`src/verilog/mtx_map.svh`:
```
`ifndef MTX_MAP_SVH
`define MTX_MAP_SVH

// register byte offsets
`define MTX_OFS_OUTCOME 12'h004
`define MTX_OFS_FILTER 12'h00C
`define MTX_OFS_COLL_CNT 12'h010
`define MTX_OFS_IRQ_STAT 12'h014
`define MTX_OFS_IRQ_EN 12'h018
`define MTX_OFS_IRQ_CLR 12'h01C
`define MTX_OFS_STA_LO 12'h020
`define MTX_OFS_STA_HI 12'h024

// transmit outcome bit positions
`define MTX_OC_TX_OK 0
`define MTX_OC_COLLIDED 2
`define MTX_OC_GAVE_UP 3
`define MTX_OC_CARRIER_LOST 4
`define MTX_OC_UNDERRUN 5
`define MTX_OC_HB_MISSING 6
`define MTX_OC_LATE_COLL 7

// interrupt status bit positions
`define MTX_IRQ_TX_DONE 0
`define MTX_IRQ_TX_ERR 1
`define MTX_IRQ_RX_ACCEPT 2
`define MTX_IRQ_RX_REJECT 3

// reset values
`define MTX_RST_OUTCOME 8'h00
`define MTX_RST_FILTER 6'h00
`define MTX_RST_IRQ 4'h0
`define MTX_RST_STATION 48'h0000_0000_0000

// timing and counts
`define MTX_CLK_MHZ 200
`define MTX_SLOT_NS 51200
`define MTX_HB_WINDOW_NS 6400
`define MTX_ATTEMPT_MAX 16
`define MTX_MIN_FRAME_LEN 16'h0040
`define MTX_RUNT_MIN_LEN 16'h0008

`endif

```
`src/verilog/mtx_pkg.sv`:
```
package mtx_pkg;

    typedef logic [47:0] mtx_mac_t;

    typedef struct packed {
        logic check_without_store;
        logic any_unicast_accept;
        logic multicast_hash_enable;
        logic broadcast_accept;
        logic runt_accept;
        logic keep_errored_frames;
    } mtx_rx_cfg_t;

    typedef enum logic [1:0] {
        MTX_TX_IDLE = 2'b00,
        MTX_TX_SYNC = 2'b01,
        MTX_TX_DATA = 2'b10,
        MTX_TX_GAP = 2'b11
    } mtx_tx_state_t;

endpackage

```
`src/verilog/mtx_filt_if.sv`:
```
`timescale 1ns/10ps
interface mtx_filt_if;
    import mtx_pkg::*;
    mtx_rx_cfg_t cfg;
    mtx_mac_t station_addr;
    mtx_mac_t dest_addr;
    logic [15:0] byte_count;
    logic crc_err;
    logic align_err;
    logic hash_hit;
    logic accept;

    modport owner (
        output cfg, station_addr, dest_addr, byte_count, crc_err, align_err, hash_hit,
        input accept
    );
    modport judge (
        input cfg, station_addr, dest_addr, byte_count, crc_err, align_err, hash_hit,
        output accept
    );
endinterface

```
`src/verilog/mtx_rx_filter.sv`:
```
`timescale 1ns/10ps
`include "mtx_map.svh"
module mtx_rx_filter (
    mtx_filt_if.judge fi
);
    import mtx_pkg::*;

    wire is_broadcast = &fi.dest_addr;
    wire is_multicast = fi.dest_addr[40] & ~is_broadcast;
    wire station_hit = fi.dest_addr == fi.station_addr;
    wire bcast_ok = is_broadcast & fi.cfg.broadcast_accept;
    wire mcast_ok = is_multicast & fi.cfg.multicast_hash_enable & fi.hash_hit;
    wire phys_ok = ~fi.dest_addr[40] & (fi.cfg.any_unicast_accept | station_hit);
    wire addr_ok = bcast_ok | mcast_ok | phys_ok;
    wire errs_ok = fi.cfg.keep_errored_frames | ~(fi.crc_err | fi.align_err);
    wire full_len = fi.byte_count >= `MTX_MIN_FRAME_LEN;
    wire runt_len = fi.byte_count >= `MTX_RUNT_MIN_LEN;
    wire len_ok = full_len | (fi.cfg.runt_accept & runt_len);

    assign fi.accept = addr_ok & errs_ok & len_ok;
endmodule

```
`src/verilog/mtx_top.sv`:
```
// Behaviour
// host starting a transmission clears the whole outcome register
// tx_ok set only when frame ends without give-up or underrun; an underrun in the frame's last cycle still gets tx_ok
// collided set on any collision; count kept in collision count register
// sixteenth attempt ending in collision aborts and sets tx_gave_up
// carrier watched from end of sync until enable falls; loss flagged, no abort
// fifo empty without bus grant sets underrun flag and aborts frame
// no collision start within 6.4 us of gap sets heartbeat_missing
// collision after 51.2 us slot sets late_collision, handled as normal collision
// software reads outcome after each frame; undefined before first one
// keep_errored_frames clear rejects crc and alignment errors, set accepts
// runt_accept lets frames of 8 to 63 bytes pass
// broadcast_accept gates all-ones destination frames
// multicast passes only with hash enable and hash array hit
// physical address must match station unless any_unicast_accept set
// check mode stores nothing and counts each recognised frame as missed
// broadcast and multicast acceptance combine as a logical or
// full promiscuity needs both accepts, any-unicast and all-ones hash
// reserved outcome bits read zero, reserved filter bits ignore writes
`timescale 1ns/10ps
`include "mtx_map.svh"
module mtx_top #(
    parameter int SLOT_CYCLES = `MTX_SLOT_NS * `MTX_CLK_MHZ / 1000,
    parameter int HB_CYCLES = `MTX_HB_WINDOW_NS * `MTX_CLK_MHZ / 1000
) (
    // clock and reset
    input wire logic pclk,
    input wire logic presetn,
    // apb slave
    input wire logic [11:0] paddr,
    input wire logic psel,
    input wire logic penable,
    input wire logic pwrite,
    input wire logic [31:0] pwdata,
    output logic [31:0] prdata,
    output logic pready,
    output logic pslverr,
    // transmit side
    input wire logic tx_start,
    input wire logic tx_request,
    input wire logic preamble_done,
    input wire logic carrier_sense,
    input wire logic collision_det,
    input wire logic fifo_empty,
    input wire logic bus_granted,
    output logic transmit_enable_out,
    output logic tx_abort,
    // receive side
    input wire logic rx_frame_done,
    input wire mtx_pkg::mtx_mac_t rx_dest_addr,
    input wire logic [15:0] rx_byte_count,
    input wire logic rx_crc_err,
    input wire logic rx_align_err,
    input wire logic rx_hash_hit,
    output logic rx_store,
    output logic rx_reject,
    output logic missed_tally_inc,
    // interrupt
    output logic irq
);
    import mtx_pkg::*;

    localparam int SW = $clog2(SLOT_CYCLES + 1);
    localparam int HW = $clog2(HB_CYCLES + 1);
    localparam logic [SW-1:0] SLOT_LIM = SW'(SLOT_CYCLES);
    localparam logic [HW-1:0] HB_LIM = HW'(HB_CYCLES);
    localparam logic [4:0] ATT_MAX = 5'(`MTX_ATTEMPT_MAX);

    // registers
    logic [7:0] outcome_q;
    logic [7:0] outcome_d;
    mtx_rx_cfg_t filter_q;
    logic [4:0] coll_cnt_q;
    logic [4:0] coll_cnt_d;
    logic [3:0] irq_stat_q;
    logic [3:0] irq_stat_d;
    logic [3:0] irq_en_q;
    mtx_mac_t station_q;
    mtx_tx_state_t state_q;
    mtx_tx_state_t state_d;
    logic [SW-1:0] slot_cnt_q;
    logic [HW-1:0] hb_cnt_q;
    logic coll_prev_q;
    logic abort_hold_q;
    logic transmit_enable_out_q;
    logic tx_abort_q;
    logic [31:0] prdata_q;
    logic pready_q;
    logic pslverr_q;
    logic rx_store_q;
    logic rx_reject_q;
    logic missed_q;
    logic irq_q;

    // apb decode
    wire setup = psel & ~penable;
    wire access = psel & penable & pready_q;
    wire wr = access & pwrite;
    wire sel_outcome = paddr == `MTX_OFS_OUTCOME;
    wire sel_filter = paddr == `MTX_OFS_FILTER;
    wire sel_coll = paddr == `MTX_OFS_COLL_CNT;
    wire sel_stat = paddr == `MTX_OFS_IRQ_STAT;
    wire sel_en = paddr == `MTX_OFS_IRQ_EN;
    wire sel_clr = paddr == `MTX_OFS_IRQ_CLR;
    wire sel_sta_lo = paddr == `MTX_OFS_STA_LO;
    wire sel_sta_hi = paddr == `MTX_OFS_STA_HI;
    wire mapped = sel_outcome | sel_filter | sel_coll | sel_stat | sel_en | sel_clr
        | sel_sta_lo | sel_sta_hi;
    wire wr_filter = wr & sel_filter;
    wire wr_en = wr & sel_en;
    wire wr_clr = wr & sel_clr;
    wire wr_sta_lo = wr & sel_sta_lo;
    wire wr_sta_hi = wr & sel_sta_hi;

    wire [31:0] rd_mux =
        sel_outcome ? {24'h000000, outcome_q} :
        sel_coll ? {27'h0000000, coll_cnt_q} :
        sel_stat ? {28'h0000000, irq_stat_q} :
        sel_en ? {28'h0000000, irq_en_q} :
        sel_sta_lo ? station_q[31:0] :
        sel_sta_hi ? {16'h0000, station_q[47:32]} :
        32'h00000000;

    always_ff @(posedge pclk or negedge presetn)
    begin
        if (!presetn)
        begin
            pready_q <= 1'b0;
            pslverr_q <= 1'b0;
            prdata_q <= 32'h00000000;
        end
        else
        begin
            pready_q <= setup;
            pslverr_q <= setup & ~mapped;
            prdata_q <= (setup & ~pwrite) ? rd_mux : 32'h00000000;
        end
    end

    // software owned settings
    always_ff @(posedge pclk or negedge presetn)
    begin
        if (!presetn)
        begin
            filter_q <= mtx_rx_cfg_t'(`MTX_RST_FILTER);
            irq_en_q <= `MTX_RST_IRQ;
            station_q <= `MTX_RST_STATION;
        end
        else
        begin
            if (wr_filter)
                filter_q <= mtx_rx_cfg_t'(pwdata[5:0]);
            if (wr_en)
                irq_en_q <= pwdata[3:0];
            if (wr_sta_lo)
                station_q[31:0] <= pwdata;
            if (wr_sta_hi)
                station_q[47:32] <= pwdata[15:0];
        end
    end

    // transmit event detection
    wire coll_rise = collision_det & ~coll_prev_q;
    wire in_attempt = (state_q == MTX_TX_SYNC) | (state_q == MTX_TX_DATA);
    wire attempt_coll = in_attempt & coll_rise;
    wire last_attempt = attempt_coll & (coll_cnt_q + 5'd1 == ATT_MAX);
    wire late_coll = attempt_coll & (slot_cnt_q >= SLOT_LIM);
    wire carrier_drop = (state_q == MTX_TX_DATA) & transmit_enable_out_q & ~carrier_sense;
    wire underrun = (state_q == MTX_TX_DATA) & transmit_enable_out_q & fifo_empty & ~bus_granted;
    wire abort_now = last_attempt | underrun;
    wire frame_end = (state_q == MTX_TX_DATA) & ~tx_request & ~coll_rise;
    wire hb_seen = (state_q == MTX_TX_GAP) & coll_rise;
    wire hb_timeout = (state_q == MTX_TX_GAP) & ~coll_rise & (hb_cnt_q >= HB_LIM);
    wire transmit_enable_out_rise = tx_request & ~transmit_enable_out_q & ~abort_hold_q & (state_q == MTX_TX_IDLE);
    wire tx_done_evt = frame_end | abort_now;
    wire tx_err_evt = abort_now | hb_timeout;

    always_comb
    begin
        state_d = state_q;
        unique case (state_q)
            MTX_TX_IDLE:
                if (transmit_enable_out_rise)
                    state_d = MTX_TX_SYNC;
            MTX_TX_SYNC:
                if (attempt_coll | ~tx_request)
                    state_d = MTX_TX_IDLE;
                else if (preamble_done)
                    state_d = MTX_TX_DATA;
            MTX_TX_DATA:
                if (attempt_coll | abort_now)
                    state_d = MTX_TX_IDLE;
                else if (frame_end)
                    state_d = MTX_TX_GAP;
            MTX_TX_GAP:
                if (hb_seen | hb_timeout)
                    state_d = MTX_TX_IDLE;
        endcase
    end

    // outcome bits; a set in the start cycle survives the clear
    always_comb
    begin
        outcome_d = tx_start ? 8'h00 : outcome_q;
        if (frame_end & ~outcome_q[`MTX_OC_GAVE_UP] & ~outcome_q[`MTX_OC_UNDERRUN])
            outcome_d[`MTX_OC_TX_OK] = 1'b1;
        if (attempt_coll)
            outcome_d[`MTX_OC_COLLIDED] = 1'b1;
        if (last_attempt)
            outcome_d[`MTX_OC_GAVE_UP] = 1'b1;
        if (carrier_drop)
            outcome_d[`MTX_OC_CARRIER_LOST] = 1'b1;
        if (underrun)
            outcome_d[`MTX_OC_UNDERRUN] = 1'b1;
        if (hb_timeout)
            outcome_d[`MTX_OC_HB_MISSING] = 1'b1;
        if (late_coll)
            outcome_d[`MTX_OC_LATE_COLL] = 1'b1;
        outcome_d[1] = 1'b0;
    end

    always_comb
    begin
        coll_cnt_d = tx_start ? 5'd0 : coll_cnt_q;
        if (attempt_coll)
            coll_cnt_d = coll_cnt_d + 5'd1;
    end

    always_ff @(posedge pclk or negedge presetn)
    begin
        if (!presetn)
        begin
            state_q <= MTX_TX_IDLE;
            outcome_q <= `MTX_RST_OUTCOME;
            coll_cnt_q <= 5'd0;
            coll_prev_q <= 1'b0;
        end
        else
        begin
            state_q <= state_d;
            outcome_q <= outcome_d;
            coll_cnt_q <= coll_cnt_d;
            coll_prev_q <= collision_det;
        end
    end

    // slot and heartbeat window timers
    always_ff @(posedge pclk or negedge presetn)
    begin
        if (!presetn)
        begin
            slot_cnt_q <= '0;
            hb_cnt_q <= '0;
        end
        else
        begin
            if (state_q == MTX_TX_IDLE)
                slot_cnt_q <= '0;
            else if (slot_cnt_q != SLOT_LIM)
                slot_cnt_q <= slot_cnt_q + SW'(1);
            if (state_q != MTX_TX_GAP)
                hb_cnt_q <= HW'(1);
            else if (hb_cnt_q != HB_LIM)
                hb_cnt_q <= hb_cnt_q + HW'(1);
        end
    end

    // transmit enable and abort
    always_ff @(posedge pclk or negedge presetn)
    begin
        if (!presetn)
        begin
            transmit_enable_out_q <= 1'b0;
            abort_hold_q <= 1'b0;
            tx_abort_q <= 1'b0;
        end
        else
        begin
            transmit_enable_out_q <= tx_request & ~abort_hold_q & ~abort_now & ~(attempt_coll & ~tx_request);
            abort_hold_q <= (abort_hold_q | abort_now) & tx_request;
            tx_abort_q <= abort_now;
        end
    end

    // receive filter
    mtx_filt_if fi ();

    assign fi.cfg = filter_q;
    assign fi.station_addr = station_q;
    assign fi.dest_addr = rx_dest_addr;
    assign fi.byte_count = rx_byte_count;
    assign fi.crc_err = rx_crc_err;
    assign fi.align_err = rx_align_err;
    assign fi.hash_hit = rx_hash_hit;

    mtx_rx_filter u_filter (
        .fi(fi)
    );

    wire rx_ok = rx_frame_done & fi.accept;
    wire rx_bad = rx_frame_done & ~fi.accept;

    always_ff @(posedge pclk or negedge presetn)
    begin
        if (!presetn)
        begin
            rx_store_q <= 1'b0;
            rx_reject_q <= 1'b0;
            missed_q <= 1'b0;
        end
        else
        begin
            rx_store_q <= rx_ok & ~filter_q.check_without_store;
            rx_reject_q <= rx_bad;
            missed_q <= rx_ok & filter_q.check_without_store;
        end
    end

    // interrupt status, set beats clear
    wire [3:0] irq_evt = {rx_bad, rx_ok, tx_err_evt, tx_done_evt};
    wire [3:0] irq_clr = wr_clr ? pwdata[3:0] : 4'h0;

    assign irq_stat_d = (irq_stat_q & ~irq_clr) | irq_evt;

    always_ff @(posedge pclk or negedge presetn)
    begin
        if (!presetn)
        begin
            irq_stat_q <= `MTX_RST_IRQ;
            irq_q <= 1'b0;
        end
        else
        begin
            irq_stat_q <= irq_stat_d;
            irq_q <= |(irq_stat_d & irq_en_q);
        end
    end

    // outputs
    assign prdata = prdata_q;
    assign pready = pready_q;
    assign pslverr = pslverr_q;
    assign transmit_enable_out = transmit_enable_out_q;
    assign tx_abort = tx_abort_q;
    assign rx_store = rx_store_q;
    assign rx_reject = rx_reject_q;
    assign missed_tally_inc = missed_q;
    assign irq = irq_q;
endmodule

```
`config.mk`:
```
export PLATFORM = sky130hd
export DESIGN_NAME = mtx_top
export DESIGN_NICKNAME = d
export VERILOG_FILES = /design/src/verilog/mtx_pkg.sv /design/src/verilog/mtx_filt_if.sv /design/src/verilog/mtx_rx_filter.sv /design/src/verilog/mtx_top.sv
export VERILOG_INCLUDE_DIRS = /design/src /design/src/verilog
export SDC_FILE = /design/constraint.sdc
export NUM_CORES = 1
export LEC_CHECK = 0
export BUFFER_PORTS_ARGS = -buffer_cell sky130_fd_sc_hd__buf_2
export CORE_AREA = 2 2 120 122
export CTS_CLUSTER_DIAMETER = 30
export DETAILED_ROUTE_END_ITERATION = 10
export DIE_AREA = 0 0 122 124
export GPL_ROUTABILITY_DRIVEN = 1
export PLACE_DENSITY_LB_ADDON = 0.3
export SLEW_MARGIN = 10
export SYNTH_ARGS = -nofsm -noshare
export SYNTH_HDL_FRONTEND = slang
export SYNTH_SLANG_ARGS = --single-unit
```
`constraint.sdc`:
```
create_clock -name pclk -period 2.5 [get_ports pclk]
set_input_delay 0 -clock pclk [delete_from_list [all_inputs] [get_ports pclk]]
set_output_delay 0 -clock pclk [all_outputs]
set_load 0.02 [all_outputs]
```
Word-level counts from Yosys, hierarchy flattened
Index checks and enable logic that the tools add are counted.
W data, S select, Z words.
Word-level totals
  flip-flop bits (word level): 143
  output and inout bits: 40
  logic and storage cells: 192
  input bits: 124
Cells by class
  muxes and demuxes: 29
  bitwise gates (word level): 90
  order comparisons: 4
  eq/ne operators: 20
  reductions and logical operators: 13
  add/sub/neg operators: 4
Operator list (count)
  $mux W32: 6
  $eq A12 B5 Y1 const B: 4
  $eq A48 B48 Y1: 1
  $reduce_and A48 Y1: 1
  $and A1 B1 Y1: 46
  $mux W14: 2
  $eq A12 B6 Y1 const B: 2
  $mux W11: 2
  $or A1 B1 Y1: 21
  $not A1 Y1: 19
  $reduce_bool A2 Y1: 9
  $ge A16 B4 Y1 const B: 1
  $ge A16 B7 Y1 const B: 1
  $mux W16: 1
  $add A14 B1 Y14 const B: 1
  $ge A14 B14 Y1 const B: 1
  $ne A14 B14 Y1 const B: 1
  $eq A12 B3 Y1 const B: 1
  $eq A12 B4 Y1 const B: 1
  $mux W2: 6
  $add A11 B1 Y11 const B: 1
  $ge A11 B11 Y1 const B: 1
  $ne A11 B11 Y1 const B: 1
  $add A5 B1 Y5 const B: 2
  other kinds (17): 28

Logic depth before layout (Yosys ltp)
  depth in word-level cells: 14
  depth in mapped cells: 9
  mapped depth without buffers: 8

Hierarchy
A second synthesis with hierarchy kept.
Second synthesis, totals
  cell total of the unflattened synthesis: 600
  area total of the unflattened synthesis: 6959.2 um^2
Modules (own cells, without submodules)
  mtx_top: area each 6259.8 um^2, times used 1, seq. area each 3578.4 um^2, cells each 508
  mtx_rx_filter: area each 699.4 um^2, times used 1, seq. area each 0.0 um^2, cells each 92

Worst setup path before layout
No wires, ideal clock.
  kind: register to register
  start point: register pready_q, in the netlist pready
  end point: register irq_q, in the netlist irq
  setup slack: 565 ps
  data arrival time: 1803 ps
  stages on the path, launching flop included: 7
  clock period less this slack: 1935 ps
  buffers on the path: 0
  setup time: 132 ps
  required time: 2368 ps
  path through: dfrtp_1 nand4_1 nor4_4 a21boi_1 o31ai_1 nand4_1 or3b_1
Between the ends
  longest elaborated chain between the ends: 9
RTL lines
  start, declared: line mtx_top.sv:88  | logic pready_q;
  start signal, assigned: line mtx_top.sv:134  | pready_q <= setup;
  $and A1 B1 Y1: line mtx_top.sv:97  | wire access = psel & penable & pready_q;
  $and A1 B1 Y1: line mtx_top.sv:98  | wire wr = access & pwrite;
  $and A1 B1 Y1: line mtx_top.sv:111  | wire wr_clr = wr & sel_clr;
  $mux W4: line mtx_top.sv:321  | wire [3:0] irq_clr = wr_clr ? pwdata[3:0] : 4'h0;
  $not A4 Y4: line mtx_top.sv:323  | assign irq_stat_d = (irq_stat_q & ~irq_clr) | irq_evt;
  $and A4 B4 Y4: line mtx_top.sv:323
  $or A4 B4 Y4: line mtx_top.sv:323
  $and A4 B4 Y4: line mtx_top.sv:335  | irq_q <= |(irq_stat_d & irq_en_q);
  $reduce_or A4 Y1: line mtx_top.sv:335
  end signal, assigned: line mtx_top.sv:335
  end, declared: line mtx_top.sv:93  | logic irq_q;
No other way between the ends.
A chain may end at the register's enable or synchronous reset.

Worst setup path after layout
  start point: input paddr[10]
  end point: register irq_q, in the netlist irq
Between the ends
  longest elaborated chain between the ends: 8
RTL lines
  start, declared: line mtx_top.sv:30  | input wire logic [11:0] paddr,
  $eq A12 B5 Y1 (no line)
  $and A1 B1 Y1: line mtx_top.sv:111
  $mux W4: line mtx_top.sv:321
  $not A4 Y4: line mtx_top.sv:323
  $and A4 B4 Y4: line mtx_top.sv:323
  $or A4 B4 Y4: line mtx_top.sv:323
  $and A4 B4 Y4: line mtx_top.sv:335
  $reduce_or A4 Y1: line mtx_top.sv:335
No other way between the ends.

==> summary.md <==
| Metric | Value |
|---|---|
| Status | finished clean |
| Row cnt | 43 |
| CTS Sinks | about 140 |
| Largest net degree at the start of global routing | 93 |
| Clock skew | between 0.007 and 0.008 ns |
| Synth warn | 0 |
| Leakage power | between 4 and 5 nW |
| DR pass1 iterations | 5 |
| Via Count | between 5000 and 6000 |
| Power Internal | 4.29 mW |
| RePlAce Congestion | 0.932 |
| Syn avg cell area | 11.5 um^2 |
| Worst hold slack | 0.0589 ns |
| Fin crit period | 2.26 ns |
| Hold Path Class | in -> reg |
| Clock power share | between 40% and 50% |
| Setup TNS | 0 ns |
| DR iter-0 viols | approximately 370 |
| Commonest non-fill, non-tap cell in the layout | buf_2 |
| Worst setup EP type | flip-flop |
| Share of layout cells above drive strength 1 | 26.6% |
| Vias in the first global route | 5938 |
| WP data arrival | ~2.6 ns |
| Post-synth EDFFs | 0 |
| Data required, critical path | 2.79 ns |
| Mapped Area | a little under 7000 um^2 |
| Post-synthesis mux area share | between 10% and 20% |
| F_max | 442 MHz |
| DIE HEIGHT | 124 um |
| Global-route wire length before repair | roughly 29000 um |
| Via-per-instance ratio | ~5.6 |
| Reg power frac | 43.2% |
| HPWL Detailed | 13200 um |
| Die area | 15100 um^2 |
| Net Switching | 1.42 mW |
| Setup violators final | 0 |
| Combinational share of power | 12.2% |
| Most frequent cells in the layout | 159 x buf_2, 143 x dfrtp_1, 59 x xnor2_1 |
| Compound-cell area share of the yosys netlist | 6.46% |
| Area delta synth->final | 30.7% |
| Post-synthesis sequential area ratio | 52.5% |
| Slew margin rel. | 36.8% |
| Slew @ Worst Pin | 0.946 ns |
| Ys flop type | dfrtp_1 |
| FF+latch count, synth | 143 |
| Post-route ant nets | 0 |
| Crit Path Category | in -> reg |
| CTS root buf | clkbuf_16 |
| Worst skew pair latency | 0.42 ns |
| Post-synthesis xor/xnor area fraction | 9.25% |
| Num CTS Buffers | 17 |
| Crit start category | primary input |
| Pwr Density | 640 nW/um^2 |
| Largest family of logic cells by synthesized area | simple AND/OR/NAND/NOR gates |
| Io pins | roughly 160 |
| Initial core utilization | 49.7% |
| Mapped Cells | 591 |
| Unrepaired setup endpoints after global routing | false |
| Fraction of registers with async set/reset | 100% |
| Maxcap violations | 0 |
| Synth area leaders | dfrtp_1 52%, mux2_1 7.8%, xnor2_1 7.6% |
| Slew Limit Fails | 0 |
| Final Cycle Share | 90.5% |
| CTS clk-pin slew, worst paths | 0.06 ns |
| Hold Vio Cnt, Final | 0 |
| Initial antenna violation count | 1 |
| DRT Wirelength | 18600 um |
| VDD IR-drop max | about 0.00065 V |
| IO Port Bufs | 160 |
| WL/cell | about 19 um |
| Syn_nets | 724 |
| GR Overflow Total | 0 |
| N_diodes | 0 |
| Adder-cell share of the synthesized area | roughly 1.7% |
| Post-CTS setup buffer count | 0 |
| Share of the synthesized area in the top cell type | 52.5% |
| Crit path max fanout | 3 |
| Total GRT Usage | roughly 25% |
| Max clock buf depth | 2 |
| Drt drc | 0 |
| Core area | 13700 um^2 |
| CTS tree | done |
| Net Sw Frac | roughly a quarter |
| Post-Synth Simple-Gate Area | between 15 and 20% |
| Area leader, netlist | dfrtp_1 |
| Final nets | 943 |
| DIE WIDTH | 122 um |
| H-Tree Depth | 4 |
| Synth cell types | 60 |
[what timing repair did]
item | CTS | global route
gates resized for setup | 0 | 0
hold endpoints to repair | 127 | 0
hold buffers | 45 | 0
[Yosys cell counts (4+ instances only)]
master,count
o21ai_0,9
clkbuf_1,8
nand2_1,23
a21oi_1,8
mux2_1,47
and3_1,9
ha_1,9
nand3_1,20
nand4b_1,6
dfrtp_1,143
nor2b_1,8
nand2b_1,7
nor2_1,43
a22oi_1,11
buf_2,4
nand4_1,31
mux2_2,11
xnor2_1,59
and2_1,25
a221oi_1,4
nor3_1,5
nor4_1,11
xor2_1,13
inv_1,17
mux2i_1,7
a31oi_1,4
[path summary, 6_finish.rpt]
path	from	to	slack, ns	cells after the start
min reg2reg	fi.cfg[5]$_DFFE_PN0P_	rx_store$_DFF_PN0_	0.46	1
min	preamble_done	state_q[0]$_DFFE_PN0P_	0.06	4
max reg2reg	pready$_DFF_PN0_	irq$_DFF_PN0_	0.26	6
max	paddr[10]	irq$_DFF_PN0_	0.24	8
min in group asynchronous	presetn	rx_store$_DFF_PN0_	0.11	2
max in group asynchronous	presetn	slot_cnt_q[3]$_DFFE_PN0P_	1.55	3
[worst max-delay path, cell delays in order]
cell           delay, ns
dlygate4sd3_1       0.53
buf_2               0.13
or4_4               0.47
nor4_4              0.34
a21boi_1            0.14
o31ai_1             0.41
nand4_1             0.15
or3b_1              0.39
[stage by stage]
step,power [mW],cell area [um^2],instances,util (%),setup slack [ns]
6_report,5.70,8910,1003,65.0,0.237
5_1_grt,5.92,8910,1003,65.0,0.0740
4_1_cts,5.72,8910,1003,65.0,0.299
3_5_place_dp,3.14,7870,926,57.4,0.305
3_3_place_gp,3.10,7870,926,57.4,0.356
2_1_floorplan,2.84,6820,591,-,0.565
[registers in the layout (all words and copies together) (netlist names), 5 cells and up]
register	cells
fi.cfg	6
hb_cnt_q	11
prdata	32
outcome_q	7
slot_cnt_q	14
coll_cnt_q	5
fi.station_addr	48
[power groups by stage]
stage	registers [mW]	logic, mW	clock network [mW]
final	2.47	0.696	2.54
after global routing	2.48	0.771	2.67
after CTS	2.47	0.698	2.56
after detailed placement	2.51	0.636	0
after global placement	2.50	0.605	0
after floorplan	2.49	0.349	0
[routing by layer]
| layer | routed length, um | track usage [%] |
|---|---|---|
| met1 | 7450 | 28.9 |
| met4 | 631 | 11.8 |
| met2 | 9470 | 44.3 |
| met5 | 0 | 0 |
| met3 | 1070 | 6.55 |
[cell families after synthesis]
family | count (synthesis)
buffers and inverters | 31
flip-flops | 143
multiplexers | 65
AND/OR/NAND/NOR | 209
XOR/XNOR | 72
AO/OA/AOI/OAI | 62
adder cells (fa/ha/maj) | 9
[cell type report]
type / instances / area [um^2]
flip-flops and latches: 143 / 3580
clock buffers: 21 / 450
fillers: 1080 / 4810
well taps: 180 / 225
repair buffers: 214 / 1340
clock inverters: 11 / 140
multi-input cells: 417 / 3120
inverters: 17 / 63.8
(Power assumes the default switching activity.)
